<file path="config.mk">
export PLATFORM = sky130hd
export DESIGN_NAME = pcmb_host_bus
export DESIGN_NICKNAME = d
export VERILOG_FILES = /design/src/pcmb_pkg.sv /design/src/pcmb_host_bus.sv /design/src/pcmb_law.sv
export SDC_FILE = /design/constraint.sdc
export NUM_CORES = 1
export LEC_CHECK = 0
export BUFFER_PORTS_ARGS = -buffer_cell sky130_fd_sc_hd__buf_2
export CAP_MARGIN = 15
export CORE_MARGIN = 1.5
export CORE_UTILIZATION = 55
export CTS_CLUSTER_SIZE = 25
export DETAILED_ROUTE_END_ITERATION = 10
export GPL_TIMING_DRIVEN = 0
export PLACE_DENSITY = 0.81
export SYNTH_ARGS = -nofsm -noshare
export SYNTH_HDL_FRONTEND = slang
export SYNTH_HIERARCHICAL = 1
export SYNTH_SLANG_ARGS = --single-unit
</file>
<file path="constraint.sdc">
create_clock -name mclk -period 9.18 [get_ports mclk]
set_input_delay 1.836 -clock mclk [delete_from_list [all_inputs] [get_ports mclk]]
set_output_delay 1.836 -clock mclk [all_outputs]
set_load 0.01 [all_outputs]
</file>
<file path="src/pcmb_pkg.sv">
/*
  package for the codec host bus and control logic: control register layout,
  reset values, mode enumerations and timing constants.
  assumes a 100 MHz system clock.
*/
package pcmb_pkg;

  // control register bit positions, bus line 0 carries bit 0
  localparam int CTRL_CLK_LO = 0;
  localparam int CTRL_CLK_HI = 1;
  localparam int CTRL_DLOOP = 2;
  localparam int CTRL_ALOOP = 3;
  localparam int CTRL_PDOWN = 4;
  localparam int CTRL_ALAW = 5;

  // stored control bits after reset: powered down, everything else clear
  localparam logic [5:0] CTRL_RESET = 6'h10;
  // bits that always read back as one
  localparam logic [1:0] SPARE_READ = 2'h3;

  // register_select level that addresses the control register
  localparam logic SEL_CONTROL = 1'b1;

  // even-bit inversion pattern for a-law codes
  localparam logic [7:0] ALAW_EVEN_INV = 8'h55;

  // timing, figures in microseconds and the derived cycle counts
  localparam int CLK_MHZ = 100;
  localparam int ENC_DELAY_US = 290;
  localparam int DEC_DELAY_US = 170;
  localparam int ENC_CYCLES = ENC_DELAY_US * CLK_MHZ;
  localparam int DEC_CYCLES = DEC_DELAY_US * CLK_MHZ;

  typedef struct packed {
    logic [1:0] spare_control_bits;
    logic alaw_inversion_bit;
    logic power_down_bit;
    logic analog_loop_bit;
    logic digital_loop_bit;
    logic clock_select_high;
    logic clock_select_low;
  } pcmb_ctrl_t;

  typedef enum logic [1:0] {RATE_1024K, RATE_768K, RATE_1280K} pcmb_rate_t;
  typedef enum logic [1:0] {LOOP_NORMAL, LOOP_DIGITAL, LOOP_ANALOG} pcmb_loop_t;
  typedef enum logic [1:0] {ST_POWERDOWN, ST_STANDBY, ST_RUN} pcmb_state_t;

  // mode outputs travelling together to the analog section
  typedef struct packed {
    pcmb_rate_t clock_rate;
    pcmb_loop_t loop_mode;
    logic power_down;
    logic even_invert;
  } pcmb_mode_t;

endpackage

</file>
<file path="src/pcmb_host_bus.sv">
/*
  parallel host bus port and control logic of a companding pcm voice codec.
  assumes strobes, select and frame sync are synchronous to mclk; the bus
  wire level is resolved outside from bus_out and bus_oe.
*/
`timescale 1ns/10ps
`default_nettype none

module pcmb_host_bus
  import pcmb_pkg::*;
#(
  parameter bit ALAW = 1'b0,
  parameter int ENC_DELAY = ENC_CYCLES,
  parameter int DEC_DELAY = DEC_CYCLES
) (
  input wire logic mclk,
  input wire logic rst,
  input wire logic rd_strobe,
  input wire logic wr_strobe,
  input wire logic register_select,
  input wire logic [7:0] bus_in,
  output logic [7:0] bus_out,
  output logic bus_oe,
  input wire logic frame_sync_n,
  input wire logic signed [15:0] tx_sample,
  output logic signed [15:0] receive_amp_output,
  output logic receive_amp_enable,
  output pcmb_mode_t mode,
  output logic running
);

  localparam int CW = $clog2((ENC_DELAY > DEC_DELAY ? ENC_DELAY : DEC_DELAY) + 1);
  localparam logic [CW-1:0] ENC_LOAD = CW'(ENC_DELAY);
  localparam logic [CW-1:0] DEC_LOAD = CW'(DEC_DELAY);
  localparam logic [CW-1:0] ONE = CW'(1);

  pcmb_ctrl_t ctrl_q;
  pcmb_state_t state_q, state_d;
  logic rd_q, wr_q, fs_q, wr_sel_q, rd_sel_q;
  logic seen_rd_q, seen_wr_q;
  logic [7:0] wr_data_q, rx_reg_q, tx_reg_q, dec_code_q, bus_out_q;
  logic signed [15:0] enc_sample_q, rx_linear_q;
  logic [CW-1:0] enc_cnt_q, dec_cnt_q;
  logic [7:0] code_out, inv_mask, wr_code, rx_bus, tx_bus, ctrl_read, read_val;
  logic signed [15:0] lin_out;
  logic wr_end, rd_end, fs_fall, ctrl_wr, pcm_wr, pcm_rd, loop_drive;
  logic enc_done, dec_done, dig_loop, ana_loop, even_inv;
  pcmb_rate_t rate_sel;
  pcmb_loop_t loop_sel;

  ////////////////////////////////////////////////////////////////////////////
  // strobe and frame edges
  assign wr_end = wr_q & ~wr_strobe;
  assign rd_end = rd_q & ~rd_strobe;
  assign fs_fall = fs_q & ~frame_sync_n;
  assign ctrl_wr = wr_end & (wr_sel_q == SEL_CONTROL);
  assign pcm_wr = wr_end & (wr_sel_q != SEL_CONTROL);
  assign pcm_rd = rd_end & (rd_sel_q != SEL_CONTROL);

  // mode decode
  assign dig_loop = ctrl_q.digital_loop_bit;
  assign ana_loop = ~ctrl_q.digital_loop_bit & ctrl_q.analog_loop_bit;
  assign rate_sel = !ctrl_q.clock_select_low ? RATE_1024K :
                    (ctrl_q.clock_select_high ? RATE_1280K : RATE_768K);
  assign loop_sel = dig_loop ? LOOP_DIGITAL :
                    (ana_loop ? LOOP_ANALOG : LOOP_NORMAL);
  assign even_inv = ALAW & ~ctrl_q.alaw_inversion_bit;
  assign mode = '{clock_rate: rate_sel, loop_mode: loop_sel,
                  power_down: ctrl_q.power_down_bit, even_invert: even_inv};
  assign inv_mask = even_inv ? ALAW_EVEN_INV : 8'h00;

  // bus line i carries code bit 7-i for pcm, control bit i for control
  for (genvar i = 0; i < 8; i++) begin : g_bitrev
    assign wr_code[i] = wr_data_q[7 - i];
    assign rx_bus[i] = rx_reg_q[7 - i];
    assign tx_bus[i] = tx_reg_q[7 - i];
  end

  // readback and output selection
  assign ctrl_read = {SPARE_READ, ALAW ? ctrl_q.alaw_inversion_bit : 1'b1,
                      ctrl_q[4:0]};
  assign loop_drive = wr_strobe & (register_select != SEL_CONTROL) & dig_loop;
  assign read_val = loop_drive ? rx_bus :
                    ((register_select == SEL_CONTROL) ? ctrl_read : tx_bus);
  assign bus_oe = ~rst & (rd_strobe | loop_drive);
  assign bus_out = bus_out_q;

  assign enc_done = (enc_cnt_q == ONE);
  assign dec_done = (dec_cnt_q == ONE);
  assign running = (state_q == ST_RUN);
  assign receive_amp_output = rx_linear_q;
  assign receive_amp_enable = (state_q != ST_POWERDOWN);

  ////////////////////////////////////////////////////////////////////////////
  // bus side registers
  always_ff @(posedge mclk) begin
    if (rst) begin
      rd_q <= 1'b0;
      wr_q <= 1'b0;
      wr_sel_q <= 1'b0;
      rd_sel_q <= 1'b0;
      wr_data_q <= 8'h00;
      bus_out_q <= 8'h00;
    end else begin
      rd_q <= rd_strobe;
      wr_q <= wr_strobe;
      if (wr_strobe) wr_sel_q <= register_select;
      if (wr_strobe) wr_data_q <= bus_in;
      if (rd_strobe) rd_sel_q <= register_select;
      bus_out_q <= read_val;
    end
  end

  // control register, written at strobe end in any power state
  always_ff @(posedge mclk) begin
    if (rst) ctrl_q <= pcmb_ctrl_t'({2'h0, CTRL_RESET});
    else if (ctrl_wr) ctrl_q <= pcmb_ctrl_t'({2'h0, wr_data_q[5:0]});
  end

  // receive byte holds the last pcm write
  always_ff @(posedge mclk) begin
    if (rst) rx_reg_q <= 8'hFF;
    else if (pcm_wr) rx_reg_q <= wr_code;
  end

  // access flags; a new access wins over the power-down clear
  always_ff @(posedge mclk) begin
    if (rst) begin
      seen_rd_q <= 1'b0;
      seen_wr_q <= 1'b0;
    end else begin
      seen_rd_q <= pcm_rd | (seen_rd_q & ~ctrl_q.power_down_bit);
      seen_wr_q <= pcm_wr | (seen_wr_q & ~ctrl_q.power_down_bit);
    end
  end

  ////////////////////////////////////////////////////////////////////////////
  // power state machine
  always_comb begin
    state_d = state_q;
    case (state_q)
      ST_POWERDOWN: if (!ctrl_q.power_down_bit) state_d = ST_STANDBY;
      ST_STANDBY: begin
        if (ctrl_q.power_down_bit) state_d = ST_POWERDOWN;
        else if (seen_rd_q && seen_wr_q) state_d = ST_RUN;
      end
      ST_RUN: if (ctrl_q.power_down_bit) state_d = ST_POWERDOWN;
      default: state_d = ST_POWERDOWN;
    endcase
  end

  always_ff @(posedge mclk) begin
    if (rst) state_q <= ST_POWERDOWN;
    else state_q <= state_d;
  end

  ////////////////////////////////////////////////////////////////////////////
  // codec frame timing, driven only by frame sync
  always_ff @(posedge mclk) begin
    if (rst) begin
      fs_q <= 1'b1;
      dec_code_q <= 8'hFF;
      enc_sample_q <= 16'sh0000;
      enc_cnt_q <= '0;
      dec_cnt_q <= '0;
    end else begin
      fs_q <= frame_sync_n;
      if (fs_fall && running) begin
        dec_code_q <= rx_reg_q ^ inv_mask;
        enc_sample_q <= ana_loop ? rx_linear_q : tx_sample;
        enc_cnt_q <= ENC_LOAD;
        dec_cnt_q <= DEC_LOAD;
      end else begin
        if (enc_cnt_q != '0) enc_cnt_q <= enc_cnt_q - ONE;
        if (dec_cnt_q != '0) dec_cnt_q <= dec_cnt_q - ONE;
      end
    end
  end

  // results leave the coder at the end of each delay
  always_ff @(posedge mclk) begin
    if (rst) begin
      tx_reg_q <= 8'hFF;
      rx_linear_q <= 16'sh0000;
    end else begin
      if (enc_done) tx_reg_q <= code_out ^ inv_mask;
      if (!running) rx_linear_q <= 16'sh0000;
      else if (dec_done) rx_linear_q <= dig_loop ? 16'sh0000 : lin_out;
    end
  end

  // companding coder and expander
  pcmb_law #(.ALAW(ALAW)) u_law (
    .mclk(mclk),
    .rst(rst),
    .lin_in(enc_sample_q),
    .code_in(dec_code_q),
    .code_out_q(code_out),
    .lin_out_q(lin_out)
  );
endmodule // pcmb_host_bus

`default_nettype wire

</file>
<file path="src/pcmb_law.sv">
/*
  companding coder and expander, mu-255 or a-law by parameter.
  assumes codes without any a-law even-bit inversion; outputs are registered.
*/
`timescale 1ns/10ps
`default_nettype none

module pcmb_law
  import pcmb_pkg::*;
#(
  parameter bit ALAW = 1'b0
) (
  input wire logic mclk,
  input wire logic rst,
  input wire logic signed [15:0] lin_in,
  input wire logic [7:0] code_in,
  output logic [7:0] code_out_q,
  output logic signed [15:0] lin_out_q
);

  logic [7:0] code_d;
  logic signed [15:0] lin_d;

  ////////////////////////////////////////////////////////////////////////////
  // compress a linear sample into an 8-bit code
  always_comb begin
    logic neg;
    logic [15:0] mag;
    logic [12:0] biased;
    logic [11:0] amag;
    logic [2:0] seg;
    logic [3:0] mant;
    neg = lin_in[15];
    mag = neg ? 16'(-lin_in) : 16'(lin_in);
    biased = 13'h0000;
    amag = 12'h000;
    seg = 3'h0;
    mant = 4'h0;
    code_d = 8'h00;
    if (!ALAW) begin
      biased = (mag[15:2] > 14'h1FDE) ? 13'h1FFF : 13'(mag[15:2] + 14'h0021);
      for (int i = 0; i < 8; i++) begin
        if (biased[i + 5]) seg = 3'(i);
      end
      mant = 4'(biased >> (4'(seg) + 4'h1)); // top segment needs a shift of eight
      code_d = ~{neg, seg, mant};
    end else begin
      amag = (mag[15:3] > 13'h0FFF) ? 12'hFFF : mag[14:3]; // 12-bit magnitude, clipped
      for (int i = 0; i < 7; i++) begin
        if (amag[i + 5]) seg = 3'(i + 1);
      end
      mant = (seg == 3'h0) ? amag[4:1] : 4'(amag >> seg);
      code_d = {~neg, seg, mant};
    end
  end

  ////////////////////////////////////////////////////////////////////////////
  // expand an 8-bit code back into a linear sample
  always_comb begin
    logic [7:0] c;
    logic [15:0] t;
    c = ALAW ? code_in : ~code_in;
    t = 16'h0000;
    lin_d = 16'sh0000;
    if (!ALAW) begin
      t = 16'((({12'h000, c[3:0]} << 3) + 16'h0084) << c[6:4]);
      lin_d = c[7] ? 16'(16'sh0084 - $signed(t)) : 16'($signed(t) - 16'sh0084);
    end else begin
      if (c[6:4] == 3'h0) t = 16'(({12'h000, c[3:0]} << 4) + 16'h0008);
      else t = 16'((({12'h000, c[3:0]} << 4) + 16'h0108) << (c[6:4] - 3'h1));
      lin_d = c[7] ? $signed(t) : 16'(-$signed(t));
    end
  end

  // registered results
  always_ff @(posedge mclk) begin
    if (rst) begin
      code_out_q <= 8'hFF;
      lin_out_q <= 16'sh0000;
    end else begin
      code_out_q <= code_d;
      lin_out_q <= lin_d;
    end
  end

endmodule // pcmb_law

`default_nettype wire

</file>
# Yosys cells after proc, flatten, opt, wreduce, memory -nomap -nowiden
# Cells that the tools add are included.
[classes] n_addsub=8 multipliers=0 div=0 order_cmp=1 eq_ne=7 n_shift=2 n_mux=27 bitwise_logic=27 n_reduce_logical=11
[op_table] op="$mux W16" count=4
[op_table] op="$mux W15" count=4
[op_table] op="$eq A15 B1 Y1 const B" count=2
[op_table] op="$reduce_bool A15 Y1" count=2
[op_table] op="$sub A15 B1 Y15 const B" count=2
[op_table] op="$mux W2" count=9
[op_table] op="$mux W8" count=2
[op_table] op="$neg A16 Y16" count=1
[op_table] op="$not A8 Y8" count=2
[op_table] op="$shl A16 B3 Y16" count=1
[op_table] op="$sub A16 B9 Y16 const B" count=1
[op_table] op="$sub A9 B16 Y16 const A" count=1
[op_table] op="$mux W3" count=5
[op_table] op="$gt A14 B13 Y1 const B" count=1
[op_table] op="$add A13 B6 Y13 const B" count=1
[op_table] op="$mux W13" count=1
[op_table] op="$shr A13 B4 Y4" count=1
[op_table] op="$and A1 B1 Y1" count=12
[op_table] op="$not A1 Y1" count=10
[op_table] op="$add A7 B8 Y9 const B" count=1
[op_table] op="$pmux W2 S3" count=1
[op_table] op="$reduce_bool A2 Y1" count=3
[op_table] op="$add A3 B1 Y4 const B" count=1
[op_table] op="$reduce_or A2 Y1" count=2
[op_table] op="10 further kinds" count=13
[word_totals] register_bits=140 latch_bits=0 ram_bits=0 rom_bits=0 mem_count=0

# Depth between registers and ports, before layout
[logic_depth] ltp_word=14 ltp_mapped=13 depth_no_buf=12

# Cells and area by module
# The synthesis kept the hierarchy.
[modules_own_cells] module="pcmb_host_bus" n_inst=1 cells_per_inst=557 area_per_inst_um2=5013.6 seq_area_each_um2=2322.2
[modules_own_cells] module="pcmb_law" n_inst=1 cells_per_inst=311 area_per_inst_um2=2434.8 seq_area_each_um2=440.4

# Worst setup path before layout
# No wires, ideal clock.
[synth_timing] path_kind="input-to-output" startpoint="in rst" endpoint="out bus_oe" arrival_time_ps=2490 required_time_ps=7344 setup_slack_ps=4854 stages=3 cell_sequence="clkbuf_1 -> clkbuf_1 -> nor2_1"
[synth_between] elab_chain_cells=2
[synth_lines] element="start: declaration" line_no="pcmb_host_bus.sv:17" text="input wire logic rst,"
[synth_lines] element="$not A1 Y1" line_no="pcmb_host_bus.sv:85" text="assign bus_oe = ~rst & (rd_strobe | loop_drive);"
[synth_lines] element="$and A1 B1 Y1" line_no="pcmb_host_bus.sv:85"
[synth_lines] element="end: declaration" line_no="pcmb_host_bus.sv:23" text="output logic bus_oe,"
# Every way passes these cells.

# Worst setup path after layout
# Same ends and word-level chain as after synthesis.

==> results.md <==
* Clk sinks at 138
* WS Path Type: in -> out
* Syn Area/Cell at 8.58 um^2
* Slew HR at approximately two fifths
* CORE AREA at 13200 um^2
* DR pass1 iterations at 6
* Total Routed Length at 18600 um
* Site row count at 42
* Antenna cell count at 0
* Clock transition at path regs at 0.05 ns
* EDFF count, synth at 0
* Fin crit period at around 4.8 ns
* Antenna Nets Post-Route at 0
* Clock Latency Late Sink at 0.42 ns
* WL/cell at between 15 and 20 um
* Worst setup SP type: input port
* Post-synth top area cell: dfxtp_1
* Static leakage at ~3.6 nW
* CP max FO at 10
* Total Nets Final at 988
* Largest net degree at the start of global routing at 17
* Ys async rst share at 0%
* FMAX at 210 MHz
* CP top delay family: buffers and inverters
* Setup TNS at 0 ns
* Post-synthesis sequential area ratio at about 37%
* Port buffer count at 60
* RSZ-0062 raised after global routing: no
* DRC viols at 0
* Detailed-route via count at 6812
* Cell count after placement at 1105
* Post-CTS Setup Repair Bufs at 0
* Slowest CP cell: clkbuf_1
* Die width at 119 um
* Die footprint at 14200 um^2
* Total power at ~2.0 mW
* Buf/Inv on CP at 4
* Grt total ovfl at 0
* Synth top area share at 37.1%
* # hold bufs at CTS at 0
* Tot GR Track Use at 26.6%
* Post-Syn Area at approximately 7400 um^2
* Worst Max-Slew Pin Slew at around 0.90 ns
* Max Cap Viol at 0
* Post-synthesis cell count at 868
* First-pass GRT wire length at 30700 um
* Initial antenna violation count at 0
* Peak VDD IR at roughly 240 uV
* Seq cells post-synth at 138
* CP endpoint kind: output pin
* Final cell count without fillers at roughly 1100
* GPL Wtd Cong at ~0.90
* Register area at 2760 um^2
* Cell Pwr Density at ~240 nW/um^2
* Vias in the first global route at approximately 6000
* Status: finished, final reports clean
* Leading cell types by count after synthesis: dfxtp_1, nor2_1, a21oi_1
* Root buffer cell: clkbuf_16
* IO Pins at 63
* P&R area growth vs syn at 15.1%
* CTS buffer count at 17
* Hold/Removal Path Class: reg -> reg
* Cts repair resizes at 0
* Fin Hold WS at 0.462 ns
* TritonCTS clock tree: done
* DIE HEIGHT at 119 um
* CP cell instances: buf_2 -> clkbuf_1 -> clkbuf_1 -> nor2_1 -> buf_2
* Largest cells by area after synthesis: dfxtp_1, mux2i_1, nor2_1
* CP Data Arrival Time at 2.94 ns
* Area of the multi-input gates at 4320 um^2
* Fraction of final layout cells with drive strength greater than 1 at 14.8%
* Netlist cell types at 84
* CP required at between 7 and 8 ns
* Bufs on Longest Clock Path at 2
* Clock Skew at 0.0122 ns
* Layout fillers at 1141
* Post-synth top flop: dfxtp_1
* Fin crit share at 52.0%
* Post-DP HPWL at 13200 um
* Starting Density at 56.2%
* Final setup fails at 0
* Ys Warns at 6
* Final Util at 64.7%
* Htree depth at 4
* Iter 0 DRT Violations at 552
* Vias per cell at 6.00
* Final hold viol count at 0
* CP max stage delay at 0.39 ns
* Fin. max-slew vios at 0
* Most common cell in the synthesized netlist: dfxtp_1
worst paths after layout:
check	from	endpoint	slack [ns]	depth (start not counted)
setup reg to reg	enc_sample_q[6]	u_law/code_out_q[0]	4.93	11
setup / recovery	rst	bus_oe	4.41	5
hold reg to reg	dec_code_q[4]	dec_code_q[4]	0.46	2
hold / removal	dec_code_q[4]	dec_code_q[4]	0.46	2
registers in the layout, summed over array words and instances, names as in the netlist:
| register | cells |
|---|---|
| bus_out | 8 |
| ctrl_q | 3 |
| dec_cnt_q | 15 |
| dec_code_q | 8 |
| dig_loop | 1 |
| enc_cnt_q | 15 |
| enc_sample_q | 16 |
| fs_q | 1 |
| mode | 1 |
| rd_q | 1 |
| rd_sel_q | 1 |
| receive_amp_output | 16 |
| rx_reg_q | 8 |
| seen_rd_q | 1 |
| seen_wr_q | 1 |
| state_q | 2 |
| tx_reg_q | 8 |
| u_law/code_out_q | 8 |
| u_law/lin_out_q | 14 |
| wr_data_q | 8 |
| wr_q | 1 |
| wr_sel_q | 1 |
worst register-to-register path: stages (launching register included):
cell       delay (ns)
dfxtp_1          0.32
buf_2            0.19
or4_4            0.59
o41ai_2          0.52
xor2_1           0.17
a2111oi_2        0.62
nor4bb_1         0.44
o21a_2           0.29
mux2_2           0.38
a211oi_1         0.31
o21bai_1         0.17
a221oi_1         0.10
metal layers:
layer,vias up,wire length [um],GRT usage [%]
met2,240,8550,42.1
met3,33,1110,6.75
li1,3330,-,-
met5,-,0,0
met4,0,325,7.37
met1,3209,8590,36.1
final cells by class:
type / instances / area share (%)
Multi-Input combinational cell: 639 / 50.4
Sequential cell: 138 / 32.2
Clock buffer: 20 / 5.33
Timing Repair Buffer: 60 / 3.50
Buffer: 61 / 2.96
Tap cell: 176 / 2.57
Clock inverter: 10 / 1.66
Inverter: 31 / 1.36
logic make-up (layout without fill, tap and decap cells):
group                    count (synthesis)  in the layout  share of synthesized area [%]
other                                    2              3                          0.101
XOR/XNOR                                34             34                           4.55
flip-flops                             138            138                           37.1
multiplexers                            47             47                           6.43
AO/OA/AOI/OAI                          220            220                           20.8
AND/OR/NAND/NOR                        324            324                           24.2
buffers and inverters                   92            182                           4.97
adder cells (fa/ha/maj)                 11             11                           1.81
where the power goes:
group | internal, mW | switching, mW
registers | 0.674 | 0.0761
logic | 0.226 | 0.365
clock network | 0.440 | 0.256
metrics by stage:
| step | cell area [um^2] | setup slack (ns) |
|---|---|---|
| floorplan | 7450 | 4.85 |
| global placement | 7970 | 4.40 |
| detailed placement | 7970 | 4.40 |
| CTS | 8570 | 4.39 |
| global route | 8570 | 4.30 |
| finish | 8570 | 4.41 |
placed cells by master, fill, tap and decap left out, types with 15 or more instances in the layout:
| cell type | instances |
|---|---|
| clkbuf_1 | 47 |
| or4_1 | 15 |
| nor2_1 | 95 |
| buf_2 | 65 |
| clkbuf_16 | 17 |
| nand2_1 | 47 |
| a211o_1 | 18 |
| nor3_1 | 19 |
| mux2i_1 | 43 |
| a21oi_1 | 51 |
| o21ai_0 | 43 |
| nand4b_1 | 18 |
| a211oi_1 | 32 |
| nor2b_1 | 17 |
| xnor2_1 | 18 |
| dfxtp_1 | 138 |
| inv_1 | 30 |
(Power assumes the default switching activity.)
